--- src/rtl/psl_defs.vh ---
`ifndef PSL_DEFS_VH
`define PSL_DEFS_VH

// Register byte offsets
`define PSL_CTRL_OFS        12'h000
`define PSL_STATUS_OFS      12'h004
`define PSL_ERRCNT_OFS      12'h008

// Control field positions and reset value
`define PSL_CTRL_BYPASS     0
`define PSL_CTRL_FDX        1
`define PSL_CTRL_HOLD       2
`define PSL_CTRL_RST        8'h00

// Status field positions
`define PSL_ST_RMII         0
`define PSL_ST_TEST         1
`define PSL_ST_REPEATER     2
`define PSL_ST_DRIVE        3
`define PSL_ST_EMPTY        4
`define PSL_ST_FULL         5

// Pin order inside the strap vector
`define PSL_PIN_ER          0
`define PSL_PIN_DV          1
`define PSL_PIN_COL         2

// Strap capture timing
`define PSL_SETTLE_CYCLES   4'h4

// Receive buffer shape
`define PSL_FIFO_WIDTH      5
`define PSL_FIFO_DEPTH      8
`define PSL_FIFO_AW         3

`define PSL_ERRCNT_W        16

`endif

--- src/rtl/psl_fifo.v ---
`timescale 1ns/1ns
`default_nettype none
module psl_fifo #(
	parameter W  = 5,
	parameter D  = 8,
	parameter AW = 3
) (
	input  wire          pclk,
	input  wire          presetn,
	input  wire          in_valid,
	output reg           in_ready,
	input  wire [W-1:0]  in_data,
	output reg           out_valid,
	input  wire          out_ready,
	output wire [W-1:0]  out_data
);
	reg  [W-1:0]  mem [0:D-1];
	reg  [AW-1:0] wr_ptr_reg;
	reg  [AW-1:0] rd_ptr_reg;
	reg  [AW:0]   count_reg;
	reg  [AW:0]   count_next;
	wire          push;
	wire          pop;

	assign push     = in_valid & in_ready;
	assign pop      = out_valid & out_ready;
	assign out_data = mem[rd_ptr_reg];

	always @* begin
		count_next = count_reg;
		if (push & ~pop)
			count_next = count_reg + 1'b1;
		else if (pop & ~push)
			count_next = count_reg - 1'b1;
	end

	// Flags are registered so the ready seen upstream is a clean flop
	always @(posedge pclk or negedge presetn) begin
		if (!presetn) begin
			wr_ptr_reg <= {AW{1'b0}};
			rd_ptr_reg <= {AW{1'b0}};
			count_reg  <= {(AW+1){1'b0}};
			in_ready   <= 1'b0;
			out_valid  <= 1'b0;
		end else begin
			count_reg <= count_next;
			in_ready  <= (count_next != D[AW:0]);
			out_valid <= (count_next != {(AW+1){1'b0}});
			if (push)
				wr_ptr_reg <= (wr_ptr_reg == D[AW-1:0] - 1'b1) ? {AW{1'b0}} : wr_ptr_reg + 1'b1;
			if (pop)
				rd_ptr_reg <= (rd_ptr_reg == D[AW-1:0] - 1'b1) ? {AW{1'b0}} : rd_ptr_reg + 1'b1;
		end
	end

	// Storage carries no reset; only the pointers define content
	always @(posedge pclk) begin
		if (push)
			mem[wr_ptr_reg] <= in_data;
	end
endmodule
`default_nettype wire

--- src/rtl/psl_rx_status.v ---
`include "psl_defs.vh"
`timescale 1ns/1ns
`default_nettype none
module psl_rx_status (
	input  wire        pclk,
	input  wire        presetn,
	input  wire        psel,
	input  wire        penable,
	input  wire        pwrite,
	input  wire [11:0] paddr,
	input  wire [31:0] pwdata,
	input  wire [3:0]  pstrb,
	output reg  [31:0] prdata,
	output reg         pready,
	output reg         pslverr,
	input  wire        sym_valid,
	input  wire [4:0]  sym_code,
	output wire        sym_ready,
	input  wire        col_event,
	output reg  [3:0]  rxd,
	output reg         rx_dv_out,
	output reg         rx_dv_oe,
	input  wire        rx_dv_in,
	output reg         rx_er_out,
	output reg         rx_er_oe,
	input  wire        rx_er_in,
	output reg         col_out,
	output reg         col_oe,
	input  wire        col_in
);
	localparam ST_SETTLE  = 2'd0;
	localparam ST_CAPTURE = 2'd1;
	localparam ST_RUN     = 2'd2;

	reg  [1:0]                 state_reg;
	reg  [1:0]                 state_next;
	reg  [3:0]                 settle_reg;
	reg  [3:0]                 settle_next;
	reg  [2:0]                 pin_s1_reg;
	reg  [2:0]                 pin_s2_reg;
	reg  [2:0]                 pin_s3_reg;
	reg                        rmii_strap_reg;
	reg                        test_enable_strap_reg;
	reg                        repeater_strap_reg;
	reg                        drive_reg;
	reg  [7:0]                 ctrl_reg;
	reg  [`PSL_ERRCNT_W-1:0]   errcnt_reg;
	reg  [`PSL_ERRCNT_W-1:0]   errcnt_next;
	wire                       symbol_decoder_bypass;
	wire                       full_duplex;
	wire                       rx_hold;
	wire                       fifo_out_valid;
	wire                       fifo_out_ready;
	wire [4:0]                 fifo_out_data;
	wire                       pop;
	wire [4:0]                 dec;
	wire                       setup_phase;
	wire                       access_done;
	wire                       wr_done;
	wire                       sym_bad;
	wire [2:0]                 pin_raw;
	genvar                     gi;

	assign symbol_decoder_bypass = ctrl_reg[`PSL_CTRL_BYPASS];
	assign full_duplex           = ctrl_reg[`PSL_CTRL_FDX];
	assign rx_hold               = ctrl_reg[`PSL_CTRL_HOLD];

	// 4B/5B data code groups; bit 4 of the result flags an invalid group
	function [4:0] dec_4b5b;
		input [4:0] code;
		begin
			case (code)
				5'h1e:   dec_4b5b = 5'h00;
				5'h09:   dec_4b5b = 5'h01;
				5'h14:   dec_4b5b = 5'h02;
				5'h15:   dec_4b5b = 5'h03;
				5'h0a:   dec_4b5b = 5'h04;
				5'h0b:   dec_4b5b = 5'h05;
				5'h0e:   dec_4b5b = 5'h06;
				5'h0f:   dec_4b5b = 5'h07;
				5'h12:   dec_4b5b = 5'h08;
				5'h13:   dec_4b5b = 5'h09;
				5'h16:   dec_4b5b = 5'h0a;
				5'h17:   dec_4b5b = 5'h0b;
				5'h1a:   dec_4b5b = 5'h0c;
				5'h1b:   dec_4b5b = 5'h0d;
				5'h1c:   dec_4b5b = 5'h0e;
				5'h1d:   dec_4b5b = 5'h0f;
				default: dec_4b5b = 5'h10;
			endcase
		end
	endfunction

	// Address decode shared by the write strobe and the slave error
	function mapped;
		input [11:0] addr;
		begin
			mapped = (addr == `PSL_CTRL_OFS) || (addr == `PSL_STATUS_OFS) ||
				(addr == `PSL_ERRCNT_OFS);
		end
	endfunction

	// Status layout follows the field positions, so moving a bit touches only the header
	function [31:0] status_word;
		input rmii;
		input test;
		input rep;
		input drv;
		input empty;
		input full;
		begin
			status_word                   = 32'h0;
			status_word[`PSL_ST_RMII]     = rmii;
			status_word[`PSL_ST_TEST]     = test;
			status_word[`PSL_ST_REPEATER] = rep;
			status_word[`PSL_ST_DRIVE]    = drv;
			status_word[`PSL_ST_EMPTY]    = empty;
			status_word[`PSL_ST_FULL]     = full;
		end
	endfunction

	// Strap pins are asynchronous to pclk; three stages, accept when stages 2 and 3 agree
	assign pin_raw[`PSL_PIN_ER]  = rx_er_in;
	assign pin_raw[`PSL_PIN_DV]  = rx_dv_in;
	assign pin_raw[`PSL_PIN_COL] = col_in;

	generate
		for (gi = 0; gi < 3; gi = gi + 1) begin : g_sync
			always @(posedge pclk or negedge presetn) begin
				if (!presetn) begin
					pin_s1_reg[gi] <= 1'b0;
					pin_s2_reg[gi] <= 1'b0;
					pin_s3_reg[gi] <= 1'b0;
				end else begin
					pin_s1_reg[gi] <= pin_raw[gi];
					pin_s2_reg[gi] <= pin_s1_reg[gi];
					pin_s3_reg[gi] <= pin_s2_reg[gi];
				end
			end
		end
	endgenerate

	// Capture sequence after reset release
	always @* begin
		state_next  = state_reg;
		settle_next = settle_reg;
		case (state_reg)
			ST_SETTLE: begin
				// Gives the strap resistors time to win over pins just released by reset
				settle_next = settle_reg + 1'b1;
				if (settle_reg == `PSL_SETTLE_CYCLES - 1'b1)
					state_next = ST_CAPTURE;
			end
			ST_CAPTURE: begin
				// A strap that never settles keeps every driver off; there is no timeout
				if (pin_s2_reg == pin_s3_reg)
					state_next = ST_RUN;
			end
			ST_RUN: begin
				state_next = ST_RUN;
			end
			default: begin
				state_next = ST_SETTLE;
			end
		endcase
	end

	always @(posedge pclk or negedge presetn) begin
		if (!presetn) begin
			state_reg             <= ST_SETTLE;
			settle_reg            <= 4'h0;
			rmii_strap_reg        <= 1'b0;
			test_enable_strap_reg <= 1'b0;
			repeater_strap_reg    <= 1'b0;
			drive_reg             <= 1'b0;
		end else begin
			state_reg  <= state_next;
			settle_reg <= settle_next;
			// Straps only load once, so later pin activity cannot disturb them
			if (state_reg == ST_CAPTURE && state_next == ST_RUN) begin
				rmii_strap_reg        <= pin_s3_reg[`PSL_PIN_COL];
				test_enable_strap_reg <= pin_s3_reg[`PSL_PIN_DV];
				repeater_strap_reg    <= pin_s3_reg[`PSL_PIN_ER];
				drive_reg             <= 1'b1;
			end
		end
	end

	psl_fifo #(
		.W  (`PSL_FIFO_WIDTH),
		.D  (`PSL_FIFO_DEPTH),
		.AW (`PSL_FIFO_AW)
	) u_fifo (
		.pclk      (pclk),
		.presetn   (presetn),
		.in_valid  (sym_valid),
		.in_ready  (sym_ready),
		.in_data   (sym_code),
		.out_valid (fifo_out_valid),
		.out_ready (fifo_out_ready),
		.out_data  (fifo_out_data)
	);

	// Nothing leaves the buffer before the straps are captured and the pins driven, or while software holds it
	assign fifo_out_ready = drive_reg & ~rx_hold;
	assign pop            = fifo_out_valid & fifo_out_ready;
	assign dec            = dec_4b5b(fifo_out_data);
	assign sym_bad        = pop & ~symbol_decoder_bypass & dec[4];

	// Enables follow the capture flag, so reset time leaves all shared pins as inputs
	always @(posedge pclk or negedge presetn) begin
		if (!presetn) begin
			rx_dv_oe <= 1'b0;
			rx_er_oe <= 1'b0;
			col_oe   <= 1'b0;
		end else begin
			rx_dv_oe <= drive_reg;
			rx_er_oe <= drive_reg;
			col_oe   <= drive_reg;
		end
	end

	always @(posedge pclk or negedge presetn) begin
		if (!presetn) begin
			rxd       <= 4'h0;
			rx_dv_out <= 1'b0;
			rx_er_out <= 1'b0;
			col_out   <= 1'b0;
		end else begin
			rx_dv_out <= pop;
			if (pop)
				rxd <= symbol_decoder_bypass ? fifo_out_data[3:0] : dec[3:0];
			else
				rxd <= 4'h0;
			if (symbol_decoder_bypass)
				rx_er_out <= pop & fifo_out_data[4];
			else
				rx_er_out <= sym_bad;
			// Full duplex keeps the collision pin low
			col_out <= drive_reg & col_event & ~full_duplex;
		end
	end

	// APB slave: one wait state, so read data comes from a flop
	assign setup_phase = psel & ~penable;
	assign access_done = psel & penable & pready;
	assign wr_done     = access_done & pwrite & mapped(paddr);

	always @* begin
		errcnt_next = errcnt_reg;
		if (wr_done && paddr == `PSL_ERRCNT_OFS)
			errcnt_next = {`PSL_ERRCNT_W{1'b0}};
		// A bad symbol in the clearing cycle still counts
		if (sym_bad && errcnt_next != {`PSL_ERRCNT_W{1'b1}})
			errcnt_next = errcnt_next + 1'b1;
	end

	// Saturating, so a long error burst reads as full scale instead of wrapping
	always @(posedge pclk or negedge presetn) begin
		if (!presetn)
			errcnt_reg <= {`PSL_ERRCNT_W{1'b0}};
		else
			errcnt_reg <= errcnt_next;
	end

	always @(posedge pclk or negedge presetn) begin
		if (!presetn) begin
			pready  <= 1'b0;
			pslverr <= 1'b0;
		end else begin
			pready  <= psel & penable & ~pready;
			pslverr <= psel & penable & ~pready & ~mapped(paddr);
		end
	end

	always @(posedge pclk or negedge presetn) begin
		if (!presetn) begin
			prdata <= 32'h0;
		end else if (psel & penable & ~pready & ~pwrite) begin
			case (paddr)
				`PSL_CTRL_OFS:   prdata <= {24'h0, ctrl_reg};
				`PSL_STATUS_OFS: prdata <= status_word(rmii_strap_reg, test_enable_strap_reg,
					repeater_strap_reg, drive_reg, ~fifo_out_valid, ~sym_ready);
				`PSL_ERRCNT_OFS: prdata <= {16'h0, errcnt_reg};
				default:         prdata <= 32'h0;
			endcase
		end else if (setup_phase) begin
			prdata <= 32'h0;
		end
	end

	// Only the low byte lane carries control bits
	always @(posedge pclk or negedge presetn) begin
		if (!presetn)
			ctrl_reg <= `PSL_CTRL_RST;
		else if (wr_done && paddr == `PSL_CTRL_OFS && pstrb[0])
			ctrl_reg <= {5'h0, pwdata[2:0]};
	end
endmodule
`default_nettype wire

--- config.mk ---
export PLATFORM = sky130hd
export DESIGN_NAME = psl_rx_status
export DESIGN_NICKNAME = d
export VERILOG_FILES = /design/src/rtl/psl_fifo.v /design/src/rtl/psl_rx_status.v
export VERILOG_INCLUDE_DIRS = /design/src /design/src/rtl
export SDC_FILE = /design/constraint.sdc
export NUM_CORES = 1
export LEC_CHECK = 0
export BUFFER_PORTS_ARGS = -buffer_cell sky130_fd_sc_hd__buf_4
export CAP_MARGIN = 0
export CORE_ASPECT_RATIO = 0.6
export CORE_MARGIN = 2
export CORE_UTILIZATION = 55
export DETAILED_ROUTE_END_ITERATION = 6
export PLACE_DENSITY_LB_ADDON = 0.25
export SETUP_SLACK_MARGIN = 0.05
export SLEW_MARGIN = 20
export SYNTH_ARGS = -nofsm -noshare
export SYNTH_HDL_FRONTEND = slang
export SYNTH_SLANG_ARGS = --single-unit
export TNS_END_PERCENT = 5
--- constraint.sdc ---
create_clock -name pclk -period 6.8 [get_ports pclk]
set_input_delay 0.34 -clock pclk [delete_from_list [all_inputs] [get_ports pclk]]
set_output_delay 0.34 -clock pclk [all_outputs]
set_load 0.02 [all_outputs]
Word-level counts from Yosys, hierarchy flattened
Memory sizes are Yosys's and may differ from the RTL's.
Index checks and enable logic that the tools add are counted.

storage, ports and cells
  flip-flop bits (word level) = 92
  bits in writable memories = 40
  bits in read-only memories = 160
  input bits = 63
  output and inout bits = 45
  logic and storage cells = 106
  memories kept = 2

cells by class
  add/sub/neg operators = 6
  eq/ne operators = 11
  muxes and demuxes = 17
  bitwise gates (word level) = 29
  reductions and logical operators = 11

memories
  name              depth  bits a word  read ports  clocked after memory_dff  write ports  RTL line            text
  (name not given)  32     5            1           0                         0            psl_rx_status.v:72  case (code)
  u_fifo.mem        8      5            1           0                         1            psl_fifo.v:17       reg [W-1:0] mem [0:D-1];

operators by type and width
  cell                                                                     number
  32-bit two-way mux                                                       2
  16-bit case mux with 3 select lines                                      1
  16-bit two-way mux                                                       2
  1-bit AND                                                                18
  16-bit by 1-bit adder with 16-bit output (second input constant)         1
  4-bit two-way mux                                                        4
  16-bit != test (second input constant)                                   1
  12-bit by 3-bit equality test with 1-bit output (second input constant)  1
  12-bit by 4-bit equality test with 1-bit output (second input constant)  1
  12-bit logical NOT                                                       1
  1-bit inverter                                                           11
  4-bit by 1-bit adder with 4-bit output (second input constant)           2
  3-bit by 1-bit adder with 3-bit output (second input constant)           2
  3-bit equality test (second input constant)                              2
  3-bit two-way mux                                                        2
  2-bit case mux with 3 select lines                                       1
  1-bit logical AND                                                        5
  2-bit equality test (second input constant)                              2
  4-bit by 2-bit equality test with 1-bit output (second input constant)   1
  2-bit two-way mux                                                        2
  4-bit != test (second input constant)                                    1
  4-bit nonzero test                                                       1
  4-bit by 1-bit subtractor with 4-bit output (second input constant)      1
  3-bit equality test                                                      1
  5 further kinds                                                          8

Depth between registers and ports, before layout
Gate-level depths: netlist of run 1.

  depth in word-level cells = 9
  gate-level depth with buffers = 13
  gate-level depth less buffers = 11

Modules after synthesis
A second synthesis of run 1 with hierarchy kept.

unflattened totals
  cell total of the unflattened synthesis = 427
  area total of the unflattened synthesis = 5333.9 um^2

modules (own cells, without submodules)
  module         times used  cells an instance  area an instance (um^2)  seq. area each (um^2)
  psl_rx_status  1           288                3084.2                   1601.5
  psl_fifo       1           139                2249.7                   1501.4

Worst setup path after synthesis of run 1
OpenSTA, ideal clock, no wires.

  kind = input port to flip-flop
  from = in paddr[7]
  to = reg errcnt_reg[15]
  setup time = 0.078 ns
  data arrival time = 2.880 ns
  required time = 6.722 ns
  path slack = 3.842 ns
  cell stages on the path = 12
  buffers on the path = 1
  path through = nor4_1 > nand3_1 > or3_1 > clkbuf_1 > and2_1 > ha_1 > nand2_1 > nor3_1 > nand4_1 > nand3_2 > or4_1 > a21oi_1

on the way
  longest elaborated chain between the ends = 9

RTL lines
  what                                                                                          RTL line             text
  from (decl)                                                                                   psl_rx_status.v:10   input wire [11:0] paddr,
  12-bit by 3-bit equality test with 1-bit output / 12-bit logical NOT (equally long branches)  n/a
  1-bit logical OR (2 in series)                                                                psl_rx_status.v:98   mapped = (addr == `PSL_CTRL_OFS) || (addr == `PSL_STATUS_OFS) ||
  1-bit AND                                                                                     psl_rx_status.v:247  assign wr_done = access_done & pwrite & mapped(paddr);
  1-bit logical AND (no source line) (*)                                                        n/a
  16-bit two-way mux (*)                                                                        psl_rx_status.v:251  if (wr_done && paddr == `PSL_ERRCNT_OFS)
  branches (longest 2 deep; another with 16-bit by 1-bit adder with 16-bit output)              n/a
  16-bit two-way mux (*)                                                                        psl_rx_status.v:254  if (sym_bad && errcnt_next != {`PSL_ERRCNT_W{1'b1}})
  named net errcnt_next[15]                                                                     psl_rx_status.v:48   reg [`PSL_ERRCNT_W-1:0] errcnt_next;
  to (signal assigned)                                                                          psl_rx_status.v:261  errcnt_reg <= {`PSL_ERRCNT_W{1'b0}};
  to (signal assigned)                                                                          psl_rx_status.v:263  errcnt_reg <= errcnt_next;
  to (decl)                                                                                     psl_rx_status.v:47   reg [`PSL_ERRCNT_W-1:0] errcnt_reg;

Mark *: on every way through the listed nets, which the timed path passes.
A chain may end at the register's enable or synchronous reset.

Worst setup path after layout of run 1
  from = reg u_fifo.rd_ptr_reg[1]
  to = reg errcnt_reg[15]

on the way
  longest elaborated chain between the ends = 5

RTL lines
  what                       RTL line             text
  from (decl)                psl_fifo.v:19        reg [AW-1:0] rd_ptr_reg;
  from (signal assigned)     psl_fifo.v:41        rd_ptr_reg <= {AW{1'b0}};
  from (signal assigned)     psl_fifo.v:52        rd_ptr_reg <= (rd_ptr_reg == D[AW-1:0] - 1'b1) ? {AW{1'b0}} : rd_ptr_reg + 1'b1;
  memory 8 x 5 bit           n/a
  memory 32 x 5 bit          n/a
  1-bit AND                  psl_rx_status.v:208  assign sym_bad = pop & ~symbol_decoder_bypass & dec[4];
  1-bit logical AND          psl_rx_status.v:254
  16-bit two-way mux         psl_rx_status.v:254
  named net errcnt_next[15]  psl_rx_status.v:48

The timed path passes the listed nets, and every way through them passes these cells.

==> flow_summary.ini, run 1 <==
[clocking]
clock_latency_ns = 0.41
cts-root-buf = clkbuf_16
ctsHoldBuffers = 0
clockBufferDepth = 2
clock-sinks = 116
post_cts_buffers = 0
cts_max_level = 4
numCtsBuffers = 17
tritoncts = done
cts_resized = 0
clk_pin_slew_ns = 0.05

[grt]
track_usage = 0.233
grt_pass1_vias = 3428
gr-usage-met1 = 0.338
busiest_layer = met2
met3_usage = 0.0573
globalRouteMet2Util = 0.341
grt-ovfl-total = 0
grt_pass1_wl_mm = 17.7
grt_antenna_before_repair = 0
grt_max_degree = 77

[drt]
antenna_left = 0
detail_route.iter0.violations = 301
routed_wirelength_mm = 10.8
vias = 3480
wl_per_cell_um = 17.7
vias_per_cell = 5.67
drc_errors = 0
drt_pre_antenna_iters = 5

[logic_synthesis]
avgSynthCellArea_um2 = 12.7
ys_ff_latch = 116
synth_edf_count = 40
synth_area_leaders = dfrtp_1, edfxtp_1, mux4_2, a22o_1, ha_1
ys_seq_area_frac = 0.600
synth_cells = 406
yosys_most_used_dff = dfrtp_1
async_flop_share = 0.655
synth_cell_type_count = 51
synth_top_area_frac = 0.368
synth_top_area_cell = dfrtp_1
syn_area_mm2 = 0.00517
yosysWarnings = 0

[timing]
finalHoldViolCount = 0
whs_ns = 0.0335
fmax_mhz = 270
rsz0062_at_grt = no
setup_viol_count_final = 0
tightest_slew_ns = 1.04
slew_headroom = 0.303
tns_ns = 0
clock_skew_ns = 0.00774
finalCritPeriodShare = 0.545
final-max-slew-violation-count = 0
fin_crit_ns = 3.71

[hold_path]
hold_end = pin_s1_reg[2]$_DFF_PN0_
min_path_cells = 1
hp-start = col_in
hold_path.class = primary input to flop

[layout]
fin_nets = 545
final_cell_mix = dfrtp_1, buf_4, edfxtp_1
largest_reg_flops = 40
area_growth_pct = 21.6
fillers = 632
drive_gt1_frac = 0.244
final_common_cell = dfrtp_1
antenna_cells = 0

[outcome]
status = complete, no violations

[floorplan]
fp-row-count = 27
dieArea_mm2 = 0.0102
die_y_um = 79.1
core_area_mm2 = 0.00916
initial_core_util = 0.565
die_w_um = 129
io_pins = 108

[power_and_ir_drop]
ir_worst_vdd_v = 0.000261
power_density_mw_per_mm2 = 409
p_leak_nw = 2.71

[worst_setup_path]
rrSetupSlack_ns = 3.09
crit_path_max_incr_delay_ns = 0.69
reg2reg_from = u_fifo.rd_ptr_reg[1]$_DFFE_PN0P_
crit_chain = mux4_2 > mux2i_1 > nor2b_1 > a211oi_4 > nand3_2 > or4_1 > a21oi_1
cp_data_arrival_time_ns = 4.03
cp-start-kind = flop
critPathSlowestCell = mux2i_1
worstSetupEndpointType = flop
cp_max_fo = 18
r2r_cells = 7
reg2reg_to = errcnt_reg[15]$_DFF_PN0_
required_ns = 7.13
path_class = flop to flop

[placed_design]
place.gp.congestion = 0.801
portBuffers = 59
dp_hpwl_mm = 7.36

[job]
drv_cap = 0
## cell families after synthesis
logic type	after synthesis	synth area share
other	1	0.000725
AND/OR/NAND/NOR	126	0.127
adder cells (fa/ha/maj)	11	0.0266
multiplexers	28	0.0815
AO/OA/AOI/OAI	65	0.0929
flip-flops	116	0.600
XOR/XNOR	14	0.0237
buffers and inverters	45	0.0481
## critical path, delay by kind of cell (launching register included)
kind / cells / cell delay [ns]
simple gates: 3 / 1.16
compound gates: 2 / 0.55
mux: 2 / 1.26
flops: 1 / 0.65
## metrics by stage
step	worst slack (ns)	util	power, mW	instances	instance area, um^2
floorplan	3.84	-	1.46	421	5230
global placement	3.24	0.618	1.60	582	5660
global route	2.84	0.687	2.70	614	6290
detailed placement	3.13	0.618	1.64	582	5660
finish	3.09	0.687	2.57	614	6290
CTS	3.13	0.687	2.58	614	6290
## cell usage after synthesis (all sizes together) (4+ instances only)
| cell | count |
|---|---|
| nand3 | 9 |
| dfrtp | 76 |
| or3 | 6 |
| inv | 15 |
| nor3 | 9 |
| mux2i | 8 |
| mux2 | 10 |
| clkbuf | 7 |
| xnor2 | 11 |
| a211oi | 5 |
| nor2 | 23 |
| nand4 | 12 |
| a22o | 16 |
| or4 | 5 |
| ha | 11 |
| nor4 | 4 |
| o21ai | 14 |
| edfxtp | 40 |
| nand2 | 32 |
| mux4 | 10 |
| a21oi | 12 |
| nand2b | 10 |
| and3 | 4 |
| buf | 23 |
## worst max-delay path by stage
stage / from / to / slack, ns / cells after the start
global route: u_fifo.rd_ptr_reg[1]$_DFFE_PN0P_ / errcnt_reg[15]$_DFF_PN0_ / 2.84 / 7
detailed placement: paddr[1] / errcnt_reg[15]$_DFF_PN0_ / 3.13 / 12
CTS: u_fifo.rd_ptr_reg[1]$_DFFE_PN0P_ / errcnt_reg[15]$_DFF_PN0_ / 3.13 / 7
finish: u_fifo.rd_ptr_reg[1]$_DFFE_PN0P_ / errcnt_reg[15]$_DFF_PN0_ / 3.09 / 7
global placement: paddr[1] / errcnt_reg[15]$_DFF_PN0_ / 3.24 / 12
floorplan: paddr[7] / errcnt_reg[15]$_DFF_PN0_ / 3.84 / 12
## power breakdown
group          switching (mW)  internal (mW)  total [mW]  leakage [nW]
Clock                   0.305          0.630       0.934         0.320
Sequential              0.117          0.849       0.966          1.32
Combinational           0.376          0.294       0.669          1.07
## per-layer routing
metal | routed length, um | vias up
li1 | - | 1608
met1 | 5080 | 1745
met2 | 4980 | 118
met3 | 664 | 9
met4 | 109 | 0
met5 | 0 | -
## cell type report
| cell class | instances | area [um^2] | area share |
|---|---|---|---|
| Clock buffer | 25 | 548 | 0.0871 |
| Clock inverter | 7 | 86.3 | 0.0137 |
| Inverter | 15 | 56.3 | 0.00895 |
| Multi-Input combinational cell | 260 | 1880 | 0.298 |
| Sequential cell | 116 | 3100 | 0.493 |
| Tap cell | 130 | 163 | 0.0259 |
| Timing Repair Buffer | 61 | 458 | 0.0728 |
No activity file was read; power rests on OpenSTA's default activity.
==> run 2: changes to the inputs <==
Clock period 6.8 ns to 3.9 ns, I/O delays scaled along.
==> run 2 against run 1 <==
Net effect:
- global-route usage down 0.13 points
- critical endpoint unchanged
- sequential power rose by 73%
- core utilization up 0.64 points
- largest cell class unchanged
==> flow_summary.ini, run 2 (synthesized netlist as in run 1, its figures left out) <==
[outcome]
status = complete, no violations

[timing]
fmax_mhz = 303
final-max-slew-violation-count = 0
tightest_slew_ns = 1.06
rsz0062_at_grt = no
fin_crit_ns = 3.30
setup_viol_count_final = 0
whs_ns = 0.0159
tns_ns = 0
slew_headroom = 0.285
finalHoldViolCount = 0
clock_skew_ns = 0.00805
setup_ws_ns = 0.598
finalCritPeriodShare = 0.847

[layout]
final_cell_mix = dfrtp_1, buf_4, edfxtp_1
fillers = 646
design_area_mm2 = 0.00635
antenna_cells = 0
largest_reg_flops = 40
drive_gt1_frac = 0.248
area_growth_pct = 22.8
final_common_cell = dfrtp_1
fin_nets = 552

[grt]
grt_antenna_before_repair = 0
grt_pass1_vias = 3436
grt-ovfl-total = 0
grt_max_degree = 77
met3_usage = 0.0795
busiest_layer = met2
grt_pass1_wl_mm = 17.4
gr-usage-met1 = 0.331
track_usage = 0.231
globalRouteMet2Util = 0.339

[drt]
vias_per_cell = 5.59
routed_wirelength_mm = 10.8
vias = 3472
detail_route.iter0.violations = 290
drt_pre_antenna_iters = 4
wl_per_cell_um = 17.3
drc_errors = 0
antenna_left = 0

[clocking]
cts-root-buf = clkbuf_16
clock-sinks = 116
tritoncts = done
clock_latency_ns = 0.42
clockBufferDepth = 2
cts_max_level = 4
clk_pin_slew_ns = 0.06
numCtsBuffers = 17
cts_resized = 0

[job]
drv_cap = 0

[hold_path]
hold_path.class = primary input to flop
min_path_cells = 1

[worst_setup_path]
worstSetupEndpointType = flop
rrSetupSlack_ns = 0.60
required_ns = 4.25
cp_max_fo = 18
cp_data_arrival_time_ns = 3.65
r2r_cells = 8
path_class = flop to flop
cp-start-kind = flop

[floorplan]
initial_core_util = 0.565
die_w_um = 129
dieArea_mm2 = 0.0102
core_area_mm2 = 0.00916
io_pins = 108
die_y_um = 79.1
fp-row-count = 27

[placed_design]
place_ws_ns = 0.354
place.gp.congestion = 0.810
dp_hpwl_mm = 7.25
portBuffers = 59
dpl_cell_area_mm2 = 0.00568

[power_and_ir_drop]
p_leak_nw = 2.72
ir_worst_vdd_v = 0.000449
power_density_mw_per_mm2 = 708
-- run 2: cell types whose count changed in the layout (fill, tap and decap cells not counted), sizes merged --
| cell | previous run | this run |
|---|---|---|
| clkbuf | 25 | 20 |
| dlygate4sd3 | 0 | 4 |
| buf | 61 | 64 |
| clkinvlp | 0 | 3 |
| inv | 16 | 18 |
-- run 2: layout make-up --
cell class,instances,area [um^2],share of cell area
multi-input combinational,260,1880,0.296
timing repair buffer,68,520,0.0820
sequential,116,3100,0.489
clock buffer,20,489,0.0770
clock inverter,12,141,0.0223
tap,130,163,0.0256
inverter,15,56.3,0.00887
-- run 2: what timing repair did --
| item | in CTS | in global routing |
|---|---|---|
| buffers inserted | 0 | 0 |
| hold buffers | 4 | 0 |
| endpoints found under the hold margin | 79 | 0 |
-- run 2: final timing paths --
kind                                             startpoint                          endpoint
max                        u_fifo.rd_ptr_reg[0]$_DFFE_PN0P_          errcnt_reg[15]$_DFF_PN0_
min                                             sym_code[4]        u_fifo.mem[5][4]$_DFFE_PP_
max reg2reg                u_fifo.rd_ptr_reg[0]$_DFFE_PN0P_          errcnt_reg[15]$_DFF_PN0_
min reg2reg                         pin_s1_reg[0]$_DFF_PN0_           pin_s2_reg[0]$_DFF_PN0_
max in group asynchronous                           presetn  u_fifo.wr_ptr_reg[0]$_DFFE_PN0P_
min in group asynchronous                           presetn                  rxd[0]$_DFF_PN0_
-- run 2: layer usage --
| layer | part of all wire | wire [um] |
|---|---|---|
| met1 | 0.48 | 5110 |
| met5 | 0 | 0 |
| met4 | 0.013 | 136 |
| met2 | 0.46 | 4900 |
| met3 | 0.057 | 611 |
-- run 2: critical path, stage by stage (launching register included) --
cell and delay (ns):
dfrtp_1 0.53, buf_4 0.24, mux4_2 0.50, mux2_4 0.33
o21bai_4 0.19, a211oi_4 0.36, nand3_2 0.35, or4_1 0.58
a21oi_1 0.15
-- run 2: metrics by stage --
step / util / cells / total power [mW]
finish: 0.694 / 621 / 4.49
global route: 0.694 / 621 / 4.74
CTS: 0.694 / 621 / 4.51
detailed placement: 0.620 / 585 / 2.88
global placement: 0.620 / 585 / 2.82
floorplan: - / 421 / 2.55
-- run 2: power breakdown --
| part | internal [mW] | leakage, nW | total, mW | switching, mW |
|---|---|---|---|---|
| Clock | 1.04 | 0.300 | 1.61 | 0.572 |
| Combinational | 0.546 | 1.10 | 1.21 | 0.664 |
| Sequential | 1.48 | 1.32 | 1.67 | 0.190 |
==> run 3: changes to the inputs <==
Settings changed: CORE_UTILIZATION 55 to 49.
Clock period 3.9 ns to 2.88 ns, I/O delays scaled along.
==> run 3 against run 2 <==
Net effect:
- clock skew about the same
- register-to-register slack got worse by 0.47 ns
- die area increased by 12%
- global-route usage decreased by 1.8 points
- combinational power increased by 61%
- flip-flop and latch count unchanged
- core utilization decreased by 3.0 points
- maximum frequency increased by 20%
- sequential power increased by 32%
- final cell count increased by 5.8%
- critical path type unchanged
- critical endpoint is now errcnt_reg[9]$_DFF_PN0_
==> flow_summary.ini, run 3 (synthesized netlist as in run 1, its figures left out) <==
[layout]
final_cell_mix = buf_4, dfrtp_1, edfxtp_1
design_area_mm2 = 0.00667
drive_gt1_frac = 0.284
final_common_cell = buf_4
antenna_cells = 0
largest_reg_flops = 40
fin_nets = 583
final_core_util = 0.663
stdcell_count = 657
area_growth_pct = 28.9

[floorplan]
core_area_mm2 = 0.0101
dieArea_mm2 = 0.0114
io_pins = 108
die_y_um = 83.6
initial_core_util = 0.514
fp-row-count = 28
die_w_um = 137

[worst_setup_path]
rrSetupSlack_ns = 0.13
required_ns = 3.22
crit_chain = buf_12 > mux4_2 > mux2_4 > o21bai_4 > a211oi_4 > nand3_4 > buf_6 > or4_1 > nand2_1
cp_max_fo = 6
crit_path_max_incr_delay_ns = 0.50
worstSetupEndpointType = flop
reg2reg_from = u_fifo.rd_ptr_reg[0]$_DFFE_PN0P_
reg2reg_to = errcnt_reg[9]$_DFF_PN0_
path_class = flop to flop
cp_data_arrival_time_ns = 3.09
critPathSlowestCell = mux4_2
cp-start-kind = flop
r2r_cells = 9

[placed_design]
portBuffers = 59
dpl_cell_area_mm2 = 0.00586
place_ws_ns = -0.0127
dp_hpwl_mm = 7.83
place.gp.congestion = 0.809
dp.cells = 611

[timing]
fin_crit_ns = 2.75
slew_headroom = 0.346
whs_ns = 0.114
finalCritPeriodShare = 0.956
tightest_slew_ns = 0.981
fmax_mhz = 363
setup_viol_count_final = 0
tns_ns = 0
finalHoldViolCount = 0
setup_ws_ns = 0.127
clock_skew_ns = 0.00839
final-max-slew-violation-count = 0
rsz0062_at_grt = no

[hold_path]
hold_end = pslverr$_DFF_PN0_
hold_path.class = primary input to flop
min_path_cells = 3
hp-start = paddr[10]

[grt]
grt_pass1_wl_mm = 18.5
grt_pass1_vias = 3633
grt_max_degree = 77
grt_antenna_before_repair = 0
track_usage = 0.213
grt-ovfl-total = 0

[job]
drv_cap = 0

[drt]
drc_errors = 0
detail_route.iter0.violations = 312
routed_wirelength_mm = 11.3
drt_pre_antenna_iters = 4
wl_per_cell_um = 17.1
vias_per_cell = 5.49
vias = 3604
antenna_left = 0

[clocking]
cts-root-buf = clkbuf_16
clock_latency_ns = 0.41
cts_max_level = 4
clk_pin_slew_ns = 0.06
clock-sinks = 116
numCtsBuffers = 17
clockBufferDepth = 2
tritoncts = done

[power_and_ir_drop]
power_density_mw_per_mm2 = 956
swShare = 0.317
intPower_mw = 4.35
ir_worst_vdd_v = 0.000615
seqPwrFrac = 0.347
comb_power_share = 0.306
power_mw = 6.37
p_leak_nw = 2.88
pwr-share-clk = 0.347
p_switching_mw = 2.02

[outcome]
status = complete, no violations
[run 3: cell count changes in the layout (fill, tap and decap cells not counted), moves of 2 or more]
cell / before / now
mux2i_1: 8 / 6
buf_4: 64 / 83
buf_6: 0 / 2
mux2i_2: 0 / 2
dlygate4sd3_1: 4 / 13
clkbuf_16: 19 / 21
[run 3: worst max-delay path: cells and delay by family, from the launching register on]
kind	cells	cell delay, ns
flip-flops	1	0.41
multiplexers	2	0.82
AND/OR/NAND/NOR	3	0.70
AO/OA/AOI/OAI	2	0.47
buffers and inverters	2	0.29
[run 3: how the worst max path moves through the flow]
stage / startpoint / end / slack, ns / cells after the start
5_1_grt: u_fifo.rd_ptr_reg[0]$_DFFE_PN0P_ / errcnt_reg[9]$_DFF_PN0_ / 0.04 / 9
6_report: u_fifo.rd_ptr_reg[0]$_DFFE_PN0P_ / errcnt_reg[9]$_DFF_PN0_ / 0.13 / 9
2_1_floorplan: paddr[7] / errcnt_reg[15]$_DFF_PN0_ / 0.12 / 12
3_3_place_gp: paddr[1] / errcnt_reg[11]$_DFF_PN0_ / 0.009 / 13
4_1_cts: u_fifo.rd_ptr_reg[0]$_DFFE_PN0P_ / errcnt_reg[11]$_DFF_PN0_ / 0.08 / 9
3_5_place_dp: paddr[1] / errcnt_reg[11]$_DFF_PN0_ / -0.01 / 13
[run 3: area by class of cell]
class | instances | area [um^2]
tap | 135 | 169
clock buffer | 22 | 539
sequential | 116 | 3100
multi-input combinational | 260 | 1900
inverter | 15 | 56.3
clock inverter | 10 | 105
fill | 701 | 3390
timing repair buffer | 99 | 796
[run 3: what timing repair did]
item / CTS / global route
pin swaps: 0 / 3
endpoints found under the hold margin: 123 / 0
setup endpoints to repair: 2 / 8
hold buffers: 13 / 0
setup buffers: 0 / 1
resized for setup: 1 / 7
[run 3: power groups by stage]
stage | logic, mW | clock network, mW | registers [mW]
after floorplan | 1.22 | 0 | 2.23
after global placement | 1.80 | 0 | 2.21
after detailed placement | 1.87 | 0 | 2.23
after CTS | 1.91 | 2.24 | 2.21
after global routing | 2.15 | 2.33 | 2.24
final | 1.95 | 2.21 | 2.21
[run 3: per-layer routing]
metal / track usage / up-vias / part of all wire
met3: 0.0601 / 14 / 0.048
met2: 0.303 / 103 / 0.45
li1: - / 1679 / -
met1: 0.316 / 1808 / 0.49
met4: 0.0672 / 0 / 0.0099
met5: 0 / - / 0
